--- src/design/frps_pkg.sv ---
`default_nettype none
package frps_pkg;

    // ==========================================================
    // Register map (byte addresses)
    localparam logic [7:0]  CTRL_OFS       = 8'h00;
    localparam logic [7:0]  KEY_OFS        = 8'h04;
    localparam logic [7:0]  PAGE_OFS       = 8'h08;
    localparam logic [7:0]  STATUS_OFS     = 8'h0C;

    // ==========================================================
    // Control fields
    localparam int          OP_LSB         = 0;
    localparam int          ERASE_BIT      = 6;
    localparam int          MODIFY_EN_BIT  = 14;
    localparam int          START_BIT      = 15;
    localparam logic [3:0]  OP_ERASE_PAGE  = 4'h2;
    localparam logic [3:0]  OP_PROGRAM_ROW = 4'h1;
    localparam logic [15:0] CTRL_RESET     = 16'h0000;
    localparam logic [15:0] CTRL_WR_MASK   = 16'h404F;
    localparam logic [7:0]  PAGE_RESET     = 8'h00;

    // ==========================================================
    // Unlock keys
    localparam logic [7:0]  KEY_FIRST      = 8'h55;
    localparam logic [7:0]  KEY_SECOND     = 8'hAA;

    // ==========================================================
    // Geometry and timing
    localparam int          ROW_WORDS      = 64;
    localparam int          PAGE_ROWS      = 8;
    localparam int          CLK_MHZ        = 25;
    localparam int          ERASE_TIME_US  = 20;
    localparam int          PROG_TIME_US   = 2;
    localparam int          ERASE_CYCLES   = ERASE_TIME_US * CLK_MHZ;
    localparam int          PROG_CYCLES    = PROG_TIME_US * CLK_MHZ;

    // ==========================================================
    // AXI responses
    localparam logic [1:0]  RESP_OKAY      = 2'h0;
    localparam logic [1:0]  RESP_SLVERR    = 2'h2;

    typedef enum logic [1:0] {
        KEY_IDLE = 2'b00,
        KEY_HALF = 2'b01,
        KEY_ARMED = 2'b10
    } frps_key_e;

    typedef enum logic [1:0] {
        SEQ_IDLE  = 2'b00,
        SEQ_ERASE = 2'b01,
        SEQ_PROG  = 2'b10
    } frps_seq_e;

endpackage : frps_pkg
`default_nettype wire

--- src/design/frps_timer.sv ---
`timescale 1ns/1ps
`default_nettype none
module frps_timer #(
    parameter int WIDTH = 16
) (
    input  wire logic             aclk,
    input  wire logic             aresetn,
    input  wire logic             load,
    input  wire logic [WIDTH-1:0] count,
    output logic                  busy,
    output logic                  done
);
    logic [WIDTH-1:0] cnt_reg;
    logic [WIDTH-1:0] cnt_next;
    logic             done_reg;
    logic             done_next;

    always_comb
    begin
        cnt_next  = cnt_reg;
        done_next = 1'b0;
        if (load)
        begin
            cnt_next = count;
        end
        else if (cnt_reg != '0)
        begin
            cnt_next  = cnt_reg - 1'b1;
            done_next = (cnt_reg == {{(WIDTH-1){1'b0}}, 1'b1});
        end
    end

    always_ff @(posedge aclk)
    begin
        if (!aresetn)
        begin
            cnt_reg  <= '0;
            done_reg <= 1'b0;
        end
        else
        begin
            cnt_reg  <= cnt_next;
            done_reg <= done_next;
        end
    end

    assign busy = (cnt_reg != '0);
    assign done = done_reg;
endmodule : frps_timer
`default_nettype wire

--- src/design/frps_sequencer.sv ---
`timescale 1ns/1ps
`default_nettype none
module frps_sequencer #(
    parameter int ERASE_CYCLES = frps_pkg::ERASE_CYCLES,
    parameter int PROG_CYCLES  = frps_pkg::PROG_CYCLES
) (
    input  wire logic        aclk,
    input  wire logic        aresetn,
    input  wire logic [7:0]  s_axi_awaddr,
    input  wire logic        s_axi_awvalid,
    output logic             s_axi_awready,
    input  wire logic [31:0] s_axi_wdata,
    input  wire logic [3:0]  s_axi_wstrb,
    input  wire logic        s_axi_wvalid,
    output logic             s_axi_wready,
    output logic [1:0]       s_axi_bresp,
    output logic             s_axi_bvalid,
    input  wire logic        s_axi_bready,
    input  wire logic [7:0]  s_axi_araddr,
    input  wire logic        s_axi_arvalid,
    output logic             s_axi_arready,
    output logic [31:0]      s_axi_rdata,
    output logic [1:0]       s_axi_rresp,
    output logic             s_axi_rvalid,
    input  wire logic        s_axi_rready,
    output logic             cpu_stall,
    output logic             flash_erase_page,
    output logic             flash_program_row,
    output logic [7:0]       flash_page
);
    // ==========================================================
    // Bus channel capture, register and sequencer state
    logic [7:0]  awaddr_reg,  awaddr_next;
    logic        aw_full_reg, aw_full_next;
    logic [31:0] wdata_reg,   wdata_next;
    logic [3:0]  wstrb_reg,   wstrb_next;
    logic        w_full_reg,  w_full_next;
    logic        bvalid_reg,  bvalid_next;
    logic [1:0]  bresp_reg,   bresp_next;
    logic [31:0] rdata_reg,   rdata_next;
    logic [1:0]  rresp_reg,   rresp_next;
    logic        rvalid_reg,  rvalid_next;

    logic [15:0]          ctrl_reg,  ctrl_next;
    logic [7:0]           page_reg,  page_next;
    frps_pkg::frps_key_e  key_reg,   key_next;
    frps_pkg::frps_seq_e  seq_reg,   seq_next;
    logic                 ignored_reg, ignored_next;
    logic                 tmr_load;
    logic [15:0]          tmr_count;
    logic                 tmr_busy;
    logic                 tmr_done;
    logic                 do_write;
    logic                 start_req;

    function automatic logic is_reg(input logic [7:0] a, input logic [7:0] ofs);
        is_reg = (a[7:2] == ofs[7:2]);
    endfunction : is_reg

    assign s_axi_awready = !aw_full_reg && !bvalid_reg;
    assign s_axi_wready  = !w_full_reg && !bvalid_reg;
    assign s_axi_arready = !rvalid_reg;
    assign do_write      = aw_full_reg && w_full_reg && !bvalid_reg;

    frps_timer #(
        .WIDTH (16)
    ) u_timer (
        .aclk    (aclk),
        .aresetn (aresetn),
        .load    (tmr_load),
        .count   (tmr_count),
        .busy    (tmr_busy),
        .done    (tmr_done)
    );

    // ==========================================================
    // Bus and sequencer next state
    always_comb
    begin
        awaddr_next  = awaddr_reg;
        aw_full_next = aw_full_reg;
        wdata_next   = wdata_reg;
        wstrb_next   = wstrb_reg;
        w_full_next  = w_full_reg;
        bvalid_next  = bvalid_reg;
        bresp_next   = bresp_reg;
        rdata_next   = rdata_reg;
        rresp_next   = rresp_reg;
        rvalid_next  = rvalid_reg;
        ctrl_next    = ctrl_reg;
        page_next    = page_reg;
        key_next     = key_reg;
        seq_next     = seq_reg;
        ignored_next = ignored_reg;
        tmr_load     = 1'b0;
        tmr_count    = 16'h0000;
        start_req    = 1'b0;

        if (s_axi_awvalid && s_axi_awready)
        begin
            awaddr_next  = s_axi_awaddr;
            aw_full_next = 1'b1;
        end
        if (s_axi_wvalid && s_axi_wready)
        begin
            wdata_next  = s_axi_wdata;
            wstrb_next  = s_axi_wstrb;
            w_full_next = 1'b1;
        end
        if (s_axi_bvalid && s_axi_bready)
        begin
            bvalid_next = 1'b0;
        end

        if (do_write)
        begin
            aw_full_next = 1'b0;
            w_full_next  = 1'b0;
            bvalid_next  = 1'b1;
            bresp_next   = frps_pkg::RESP_OKAY;
            // Any write other than the second key breaks the unlock
            key_next     = frps_pkg::KEY_IDLE;
            if (is_reg(awaddr_reg, frps_pkg::CTRL_OFS))
            begin
                if (seq_reg == frps_pkg::SEQ_IDLE)
                begin
                    if (wstrb_reg[0])
                    begin
                        ctrl_next[7:0] = wdata_reg[7:0] & frps_pkg::CTRL_WR_MASK[7:0];
                    end
                    if (wstrb_reg[1])
                    begin
                        ctrl_next[14:8] = wdata_reg[14:8] & frps_pkg::CTRL_WR_MASK[14:8];
                        start_req       = wdata_reg[frps_pkg::START_BIT];
                    end
                end
            end
            else if (is_reg(awaddr_reg, frps_pkg::KEY_OFS))
            begin
                if (wstrb_reg[0] && wdata_reg[7:0] == frps_pkg::KEY_FIRST)
                begin
                    key_next = frps_pkg::KEY_HALF;
                end
                else if (wstrb_reg[0] && wdata_reg[7:0] == frps_pkg::KEY_SECOND
                         && key_reg == frps_pkg::KEY_HALF)
                begin
                    key_next = frps_pkg::KEY_ARMED;
                end
            end
            else if (is_reg(awaddr_reg, frps_pkg::PAGE_OFS))
            begin
                if (wstrb_reg[0] && seq_reg == frps_pkg::SEQ_IDLE)
                begin
                    page_next = wdata_reg[7:0];
                end
            end
            else if (!is_reg(awaddr_reg, frps_pkg::STATUS_OFS))
            begin
                bresp_next = frps_pkg::RESP_SLVERR;
            end
        end

        case (seq_reg)
            frps_pkg::SEQ_IDLE:
            begin
                if (start_req)
                begin
                    if (key_reg == frps_pkg::KEY_ARMED
                        && ctrl_next[frps_pkg::MODIFY_EN_BIT]
                        && ctrl_next[frps_pkg::ERASE_BIT]
                        && ctrl_next[3:0] == frps_pkg::OP_ERASE_PAGE)
                    begin
                        seq_next                       = frps_pkg::SEQ_ERASE;
                        ctrl_next[frps_pkg::START_BIT] = 1'b1;
                        tmr_load                       = 1'b1;
                        tmr_count                      = 16'(ERASE_CYCLES);
                        ignored_next                   = 1'b0;
                    end
                    else if (key_reg == frps_pkg::KEY_ARMED
                             && ctrl_next[frps_pkg::MODIFY_EN_BIT]
                             && !ctrl_next[frps_pkg::ERASE_BIT]
                             && ctrl_next[3:0] == frps_pkg::OP_PROGRAM_ROW)
                    begin
                        seq_next                       = frps_pkg::SEQ_PROG;
                        ctrl_next[frps_pkg::START_BIT] = 1'b1;
                        tmr_load                       = 1'b1;
                        tmr_count                      = 16'(PROG_CYCLES);
                        ignored_next                   = 1'b0;
                    end
                    else
                    begin
                        ignored_next = 1'b1;
                    end
                end
            end
            frps_pkg::SEQ_ERASE, frps_pkg::SEQ_PROG:
            begin
                if (tmr_done)
                begin
                    seq_next                       = frps_pkg::SEQ_IDLE;
                    ctrl_next[frps_pkg::START_BIT] = 1'b0;
                end
            end
            default:
            begin
                seq_next = frps_pkg::SEQ_IDLE;
            end
        endcase

        if (s_axi_rvalid && s_axi_rready)
        begin
            rvalid_next = 1'b0;
        end
        if (s_axi_arvalid && s_axi_arready)
        begin
            rvalid_next = 1'b1;
            rresp_next  = frps_pkg::RESP_OKAY;
            rdata_next  = 32'h0000_0000;
            if (is_reg(s_axi_araddr, frps_pkg::CTRL_OFS))
            begin
                rdata_next[15:0] = ctrl_reg;
            end
            else if (is_reg(s_axi_araddr, frps_pkg::KEY_OFS))
            begin
                rdata_next = 32'h0000_0000;
            end
            else if (is_reg(s_axi_araddr, frps_pkg::PAGE_OFS))
            begin
                rdata_next[7:0] = page_reg;
            end
            else if (is_reg(s_axi_araddr, frps_pkg::STATUS_OFS))
            begin
                rdata_next[3:0] = {ignored_reg, key_reg == frps_pkg::KEY_ARMED,
                                   seq_reg == frps_pkg::SEQ_PROG,
                                   seq_reg == frps_pkg::SEQ_ERASE};
            end
            else
            begin
                rresp_next = frps_pkg::RESP_SLVERR;
            end
        end
    end

    always_ff @(posedge aclk)
    begin
        if (!aresetn)
        begin
            awaddr_reg  <= 8'h00;
            aw_full_reg <= 1'b0;
            wdata_reg   <= 32'h0000_0000;
            wstrb_reg   <= 4'h0;
            w_full_reg  <= 1'b0;
            bvalid_reg  <= 1'b0;
            bresp_reg   <= frps_pkg::RESP_OKAY;
            rdata_reg   <= 32'h0000_0000;
            rresp_reg   <= frps_pkg::RESP_OKAY;
            rvalid_reg  <= 1'b0;
            ctrl_reg    <= frps_pkg::CTRL_RESET;
            page_reg    <= frps_pkg::PAGE_RESET;
            key_reg     <= frps_pkg::KEY_IDLE;
            seq_reg     <= frps_pkg::SEQ_IDLE;
            ignored_reg <= 1'b0;
        end
        else
        begin
            awaddr_reg  <= awaddr_next;
            aw_full_reg <= aw_full_next;
            wdata_reg   <= wdata_next;
            wstrb_reg   <= wstrb_next;
            w_full_reg  <= w_full_next;
            bvalid_reg  <= bvalid_next;
            bresp_reg   <= bresp_next;
            rdata_reg   <= rdata_next;
            rresp_reg   <= rresp_next;
            rvalid_reg  <= rvalid_next;
            ctrl_reg    <= ctrl_next;
            page_reg    <= page_next;
            key_reg     <= key_next;
            seq_reg     <= seq_next;
            ignored_reg <= ignored_next;
        end
    end

    // ==========================================================
    // Outputs
    assign s_axi_bvalid      = bvalid_reg;
    assign s_axi_bresp       = bresp_reg;
    assign s_axi_rvalid      = rvalid_reg;
    assign s_axi_rdata       = rdata_reg;
    assign s_axi_rresp       = rresp_reg;
    assign cpu_stall         = (seq_reg != frps_pkg::SEQ_IDLE);
    assign flash_erase_page  = (seq_reg == frps_pkg::SEQ_ERASE);
    assign flash_program_row = (seq_reg == frps_pkg::SEQ_PROG);
    assign flash_page        = page_reg;
endmodule : frps_sequencer
`default_nettype wire

--- config.mk ---
export PLATFORM = sky130hd
export DESIGN_NAME = frps_sequencer
export DESIGN_NICKNAME = d
export VERILOG_FILES = /design/src/design/frps_pkg.sv /design/src/design/frps_timer.sv /design/src/design/frps_sequencer.sv
export SDC_FILE = /design/constraint.sdc
export NUM_CORES = 1
export LEC_CHECK = 0
export ABC_AREA = 1
export BUFFER_PORTS_ARGS = -buffer_cell sky130_fd_sc_hd__clkbuf_2
export CAP_MARGIN = 25
export CORE_ASPECT_RATIO = 0.7
export CORE_MARGIN = 2
export CORE_UTILIZATION = 55
export DETAILED_ROUTE_END_ITERATION = 16
export PLACE_DENSITY_LB_ADDON = 0.3
export SLEW_MARGIN = 0
export SYNTH_ARGS = -nofsm -noshare
export SYNTH_HDL_FRONTEND = slang
export SYNTH_SLANG_ARGS = --single-unit
--- constraint.sdc ---
create_clock -name aclk -period 4.05 [get_ports aclk]
set_input_delay 0.2025 -clock aclk [delete_from_list [all_inputs] [get_ports aclk]]
set_output_delay 0.2025 -clock aclk [all_outputs]
set_load 0.02 [all_outputs]
==> results of run 1 <==
## where the power goes
part           internal (uW)  switching, uW  total (uW)
clock network            219            263         482
logic                    206            346         552
registers                776           68.2         844
## through the flow
stage | power (uW) | utilization [%] | hold WS, ns | setup WS (ns)
2_1_floorplan | 1300 | - | 0.369 | 2.20
3_3_place_gp | 1390 | 60.5 | 0.439 | 1.93
3_5_place_dp | 1400 | 60.5 | 0.452 | 1.85
4_1_cts | 1880 | 63.2 | 0.105 | 1.82
5_1_grt | 2010 | 63.6 | 0.111 | 1.68
6_report | 1880 | 63.6 | 0.111 | 1.86
## routing by layer
| layer | vias up | GRT usage, % |
|---|---|---|
| li1 | 1568 | - |
| met1 | 1341 | 31.3 |
| met2 | 78 | 32.1 |
| met3 | 8 | 6.91 |
| met4 | 0 | 5.63 |
| met5 | - | 0 |
## worst min path at each step
stage / startpoint / depth (start not counted) / end / slack [ns]
floorplan: s_axi_awaddr[4] / 2 / awaddr_reg[4] / 0.37
global placement: ignored_reg / 2 / ignored_reg / 0.44
detailed placement: ignored_reg / 2 / ignored_reg / 0.45
CTS: s_axi_wstrb[0] / 3 / wstrb_reg[0] / 0.11
global route: s_axi_wstrb[0] / 3 / wstrb_reg[0] / 0.11
finish: s_axi_wstrb[0] / 3 / wstrb_reg[0] / 0.11
## kinds of logic after synthesis
kind of cell             after synthesis  synth area share (%)
AO/OA/AOI/OAI                         77                  11.9
flip-flops                            71                  41.0
adder cells (fa/ha/maj)                6                  2.17
buffers and inverters                 83                  11.6
AND/OR/NAND/NOR                      207                  29.6
XOR/XNOR                              14                  3.54
other                                  1                 0.108
## Yosys cell counts (2+ instances only)
library cell | number | share of area, %
a211oi_1 | 8 | 1.7
a21oi_1 | 33 | 4.8
a31oi_1 | 5 | 0.90
buf_4 | 24 | 5.2
clkbuf_1 | 9 | 0.97
dfxtp_1 | 71 | 41
ha_1 | 6 | 2.2
inv_1 | 44 | 4.8
inv_2 | 4 | 0.43
nand2_1 | 60 | 6.5
nand2_2 | 7 | 1.3
nand2_4 | 3 | 0.97
nand3_1 | 17 | 2.5
nand3_2 | 4 | 1.2
nand3_4 | 2 | 1.0
nand4_1 | 10 | 1.8
nor2_1 | 80 | 8.7
nor2_2 | 3 | 0.54
nor2_4 | 2 | 0.65
nor2_8 | 2 | 1.2
nor3_1 | 7 | 1.0
nor4_1 | 4 | 0.72
o21ai_0 | 28 | 4.0
o21ai_1 | 2 | 0.29
or2_2 | 3 | 0.54
xnor2_1 | 3 | 0.76
xor2_1 | 11 | 2.8
## worst max-delay path, stage by stage (launching register included)
cell     delay, ns
dfxtp_1       0.33
inv_1         0.10
ha_1          0.34
nand2_4       0.13
nor2_8        0.18
nand3_1       0.12
nand2_2       0.13
nand2_2       0.07
nor2_4        0.16
nand2_4       0.09
nor2_4        0.11
inv_2         0.07
nand3_2       0.18
nor2_1        0.07
## cell type report
cell class / instances / area [um2]
fill: 581 / 2240
multi-input combinational: 328 / 1730
sequential: 71 / 1420
timing repair buffer: 59 / 318
inverter: 49 / 184
clock buffer: 10 / 128
tap: 78 / 97.6
clock inverter: 6 / 37.5
==> results.tsv, run 1 <==
stage	metric	value	unit
worst_setup_path	r2r_end	u_timer.cnt_reg[11]	
worst_setup_path	rr_startpoint	seq_reg[1]	
layout	layout-drive-gt1-share	20.3	%
sta	post-route-min-period	2.19	ns
routing	drc	0	
sta	rsz0062_at_grt	false	
routing	drtIter0Drc	137	
clock_network	cts_root_buffer	clkbuf_8	
worst_setup_path	worstSetupPathType	flip-flop to flip-flop	
layout	final-instance-count-excl-fill	601	
pwr	peakVddDrop	0.301	mV
floorplan	rows	24	
routing	wl	7360	um
sta	fin_tns_setup	0	ns
clock_network	clkLatencyLatePin	0.34	ns
worst_setup_path	cp-end-kind	flip-flop	
floorplan	design.core.area	6160	um2
sta	setup_violations	0	
global_route	grt_pass1_vias	2689	
placement	place_inst	584	
layout	fin_nets	583	
routing	drt_pre_antenna_iters	4	
flow_run	drv_cap	0	
layout	final_area	3920	um2
synth	synth-edff-count	0	
clock_network	cts_resized	0	
placement	portBuffers	58	
global_route	grt_overflow	0	
global_route	antenna_found_initial	0	
clock_network	post-cts-setup-buffers	0	
routing	highest_layer	met4	
placement	dp_hpwl	5480	um
worst_setup_path	cp-endpoint	u_timer.cnt_reg[11]	
synth	ys.flop_type	dfxtp_1	
synth	yosysWarnings	0	
routing	wl_met2	2980	um
synth	synth_async_sr_flop_share	0	%
worst_setup_path	crit_fanout	9	
clock_network	numCtsBuffers	9	
routing	via_count	2995	
placement	place.gp.congestion	0.890	
floorplan	die-area	6960	um2
layout	final_cell_mix	nor2_1, dfxtp_1, nand2_1	
sta	maxSlewViolCount	0	
sta	finalHoldViolCount	0	
worst_setup_path	startpoint	seq_reg[1]	
worst_setup_path	start_kind	flip-flop	
clock_network	clk_pin_slew	0.07	ns
sta	tightest_slew	0.743	ns
floorplan	die_h	70.4	um
synth	seq_area_frac_synth	41.0	%
sta	timing.fmax	456	MHz
floorplan	io_pins	111	
global_route	grt_max_degree	33	
routing	wl_per_cell	12.2	um
floorplan	die_w	98.9	um
sta	post-route-period-util	54.2	%
global_route	grt_pass1_wl	12200	um
routing	ant_nets	0	
worst_setup_path	r2r_setup_slack	1.86	ns
global_route	grt_usage	21.9	%
clock_network	clock_sinks	71	
clock_network	clk_path_buf_depth	2	
routing	avgViaCountPerCell	4.98	
sta	clock_skew	0.00828	ns
synth	syn_area_per_cell	7.55	um2
synth	syn_inst	459	
layout	layout_commonest_cell	nor2_1	
synth	mappedNetlistArea	3470	um2
pwr	p_leak	0.00183	uW
clock_network	cts_hold_buf	0	
pwr	powerDensity	480	nW/um2
sta	slew_headroom	50.1	%
run_status	outcome	completed	
layout	largest_reg_flops	16	
worst_setup_path	worst_r2r_path_depth	13	
clock_network	h-tree-depth	3	
worst_hold_path	min_path_type	primary input to flip-flop	
floorplan	start_util	56.3	%
synth	synth_cell_types	34	
clock_network	cts_tree	built	
routing	wl_met3	455	um
worst_setup_path	worstPathRequired	4.28	ns
placement	placed_cell_area	3720	um2
worst_setup_path	arrival	2.42	ns
routing	wl_met1	3840	um
synth	ys_ff_latch	71	
layout	synthToLayoutAreaGrowth	12.9	%
layout	diodes	0	
No activity file was read; power rests on OpenSTA's default activity.
==> inputs of run 2 (changes only) <==
Settings changed: ABC_AREA 1 to 0, CORE_UTILIZATION 55 to 46.
Clock period 4.05 ns to 1.9 ns, I/O delays scaled along.
==> run 2 against run 1 <==
Against the previous run: the flow now finishes with violations (negative setup slack); flip-flop and latch count is the same; die area grew 22%; routed wire length grew 18%; critical path type unchanged.
==> results.tsv, run 2 <==
stage	metric	value	unit	change
worst_setup_path	worstSetupPathType	flip-flop to flip-flop		
placement	place.gp.congestion	0.862		-3.1%
pwr	power	5000	uW	+170%
run_status	violations	negative setup slack		
synth	yosysWarnings	0		unchanged
global_route	antenna_found_initial	0		unchanged
sta	finalHoldViolCount	0		unchanged
clock_network	cts_root_buffer	clkbuf_8		
synth	synthSimpleGateAreaFrac	27.6	%	-2.1 points
sta	post-route-period-util	102	%	+48 points
placement	portBuffers	58		unchanged
worst_setup_path	start_kind	flip-flop		
synth	seq_area_frac_synth	39.8	%	-1.2 points
synth	synth_top_family_by_area	simple AND/OR/NAND/NOR gates		
pwr	peakVddDrop	0.488	mV	+62%
placement	dp_hpwl	6280	um	+15%
synth	synth_fa_ha_area_share	2.10	%	-0.063 points
pwr	powerDensity	1050	nW/um2	+120%
routing	drtIter0Drc	147		+7.3%
clock_network	numCtsBuffers	9		unchanged
synth	synth_async_sr_flop_share	0	%	unchanged
global_route	grt_pass1_wl	14400	um	+17%
worst_setup_path	worstPathRequired	2.17	ns	-2.11 ns
floorplan	die_h	77.7	um	+10%
floorplan	start_util	48.1	%	-8.2 points
layout	fin_nets	584		+0.17%
sta	finalWorstSetupSlack	-0.0405	ns	-1.90 ns
routing	drc	0		unchanged
routing	avgViaCountPerCell	5.06		+1.6%
clock_network	cts_tree	built		
synth	synth_common_cells	dfxtp_1, nand2_1, nor2b_1, mux2i_1, buf_4		
sta	maxSlewViolCount	0		unchanged
worst_setup_path	arrival	2.21	ns	-0.21 ns
synth	syn_inst	396		-14%
synth	ys_ff_latch	71		unchanged
sta	rsz0062_at_grt	true		
layout	layout_commonest_cell	dfxtp_1		
synth	ys.flop_type	dfxtp_1		
synth	yosysMostFrequentCell	dfxtp_1		
clock_network	clk_pin_slew	0.08	ns	about the same
routing	wl	8680	um	+18%
floorplan	rows	26		+8.3%
placement	place_ws	-0.0965	ns	-1.95 ns
worst_hold_path	min_path_type	primary input to flip-flop		
routing	wl_per_cell	14.0	um	+14%
worst_setup_path	path_cells	inv_2 > ha_4 > nor2b_4 > nand4_4 > mux2i_4 > or4b_4 > o31ai_1		
layout	synthToLayoutAreaGrowth	33.3	%	
pwr	p_leak	0.00205	uW	+12%
sta	setup_violations	6		+6
layout	largest_reg_flops	16		unchanged
clock_network	clock_sinks	71		unchanged
placement	place_inst	581		-0.51%
worst_setup_path	critical-path-slowest-cell	or4b_4		
floorplan	design.core.area	7420	um2	+20%
clock_network	clk_path_buf_depth	2		unchanged
synth	yosysTopAreaCell	dfxtp_1		
run_status	outcome	finished, violations left		
clock_network	clkLatencyLatePin	0.35	ns	about the same
synth	mappedNetlistArea	3570	um2	+3.0%
clock_network	h-tree-depth	3		unchanged
sta	clock_skew	0.0107	ns	+0.00242 ns
floorplan	die_w	109	um	+11%
worst_setup_path	crit_fanout	6		-3
global_route	grt_usage	21.6	%	-0.33 points
layout	diodes	0		unchanged
floorplan	die-area	8500	um2	+22%
sta	post-route-min-period	1.94	ns	-0.253 ns
layout	final_cell_mix	dfxtp_1, clkbuf_2, buf_4		
sta	fin_tns_setup	-0.147	ns	-0.147 ns
layout	final-instance-count-excl-fill	621		+3.3%
worst_setup_path	cp-end-kind	flip-flop		
synth	netlist.area_leader.share	39.8	%	-1.2 points
flow_run	drv_cap	0		unchanged
synth	synth_compound_area_share	11.8	%	-0.10 points
global_route	grt_pass1_vias	3022		+12%
global_route	grt_max_degree	25		-24%
synth	synth_xor_area_share	2.94	%	-0.59 points
synth	synth_mux_area_share	7.95	%	+8.0 points
sta	timing.fmax	515	MHz	+13%
synth	synth-edff-count	0		unchanged
synth	netlist_top_cells_area	dfxtp_1, mux2i_1, nor2b_1		
worst_setup_path	crit_path_max_incr_delay	0.59	ns	+0.25 ns
routing	via_count	3144		+5.0%
global_route	grt_overflow	0		unchanged
floorplan	io_pins	111		unchanged
synth	syn_area_per_cell	9.02	um2	+19%
layout	layout-drive-gt1-share	32.3	%	+12 points
synth	synth_cell_types	52		+53%
routing	ant_nets	0		unchanged
routing	drt_pre_antenna_iters	4		unchanged
## run 2: worst paths after layout
path              cells after the start  slack [ns]       startpoint                 end
setup / recovery                      7       -0.04       seq_reg[0]  u_timer.cnt_reg[6]
hold / removal                        3        0.02  s_axi_awaddr[3]       awaddr_reg[3]
setup reg to reg                      7       -0.04       seq_reg[0]  u_timer.cnt_reg[6]
hold reg to reg                       2        0.47   s_axi_rdata[7]      s_axi_rdata[7]
## run 2: kinds of logic after synthesis
kind of cell / count (synthesis)
compound gates: 60
xor+xnor: 12
fa+ha+maj: 6
buf+inv: 48
flops: 71
mux: 28
other cells: 1
simple gates: 170
## run 2: per-layer routing
metal  share of wire (%)  up-vias  global-route usage, %  wire length, um
met5                   0        -                      0                0
met4                 1.0        0                   4.94               91
met3                 5.3       11                   6.30              457
met2                  44       89                   32.3             3860
met1                  49     1465                   30.7             4270
li1                    -     1579                      -                -
## run 2: power breakdown
part | internal, uW | leakage [uW] | switching, uW
Combinational | 953 | 0.00136 | 941
Clock | 728 | 0.000105 | 563
Sequential | 1660 | 0.000583 | 150
## run 2: critical path: cells and delay by family (launching register included)
| family | cells | cell delay (ns) |
|---|---|---|
| simple gates | 3 | 0.95 |
| flops | 1 | 0.33 |
| mux | 1 | 0.26 |
| fa+ha+maj | 1 | 0.16 |
| compound gates | 1 | 0.09 |
| buf+inv | 1 | 0.08 |
## run 2: final cells by class
| cell class | count | area [um2] |
|---|---|---|
| clock buffer | 9 | 124 |
| clock inverter | 6 | 86.3 |
| fill | 633 | 2660 |
| inverter | 8 | 30.0 |
| multi-input combinational | 300 | 2080 |
| sequential | 71 | 1440 |
| tap | 98 | 123 |
| timing repair buffer | 129 | 880 |
## run 2: per-stage QoR
step / area, um2 / utilization (%) / hold slack (ns)
floorplan: 3690 / - / 0.233
global placement: 4200 / 56.6 / 0.328
detailed placement: 4200 / 56.6 / 0.343
CTS: 4660 / 62.8 / 0.00138
global route: 4760 / 64.2 / 0.0127
finish: 4760 / 64.2 / 0.0208
## run 2: repair_timing
| action | in CTS | in global routing |
|---|---|---|
| pin swaps | 5 | 16 |
| gates resized for setup | 8 | 25 |
| hold endpoints to repair | 17 | 0 |
| setup buffers | 4 | 3 |
| hold buffers | 18 | 0 |
| setup endpoints to repair | 10 | 21 |
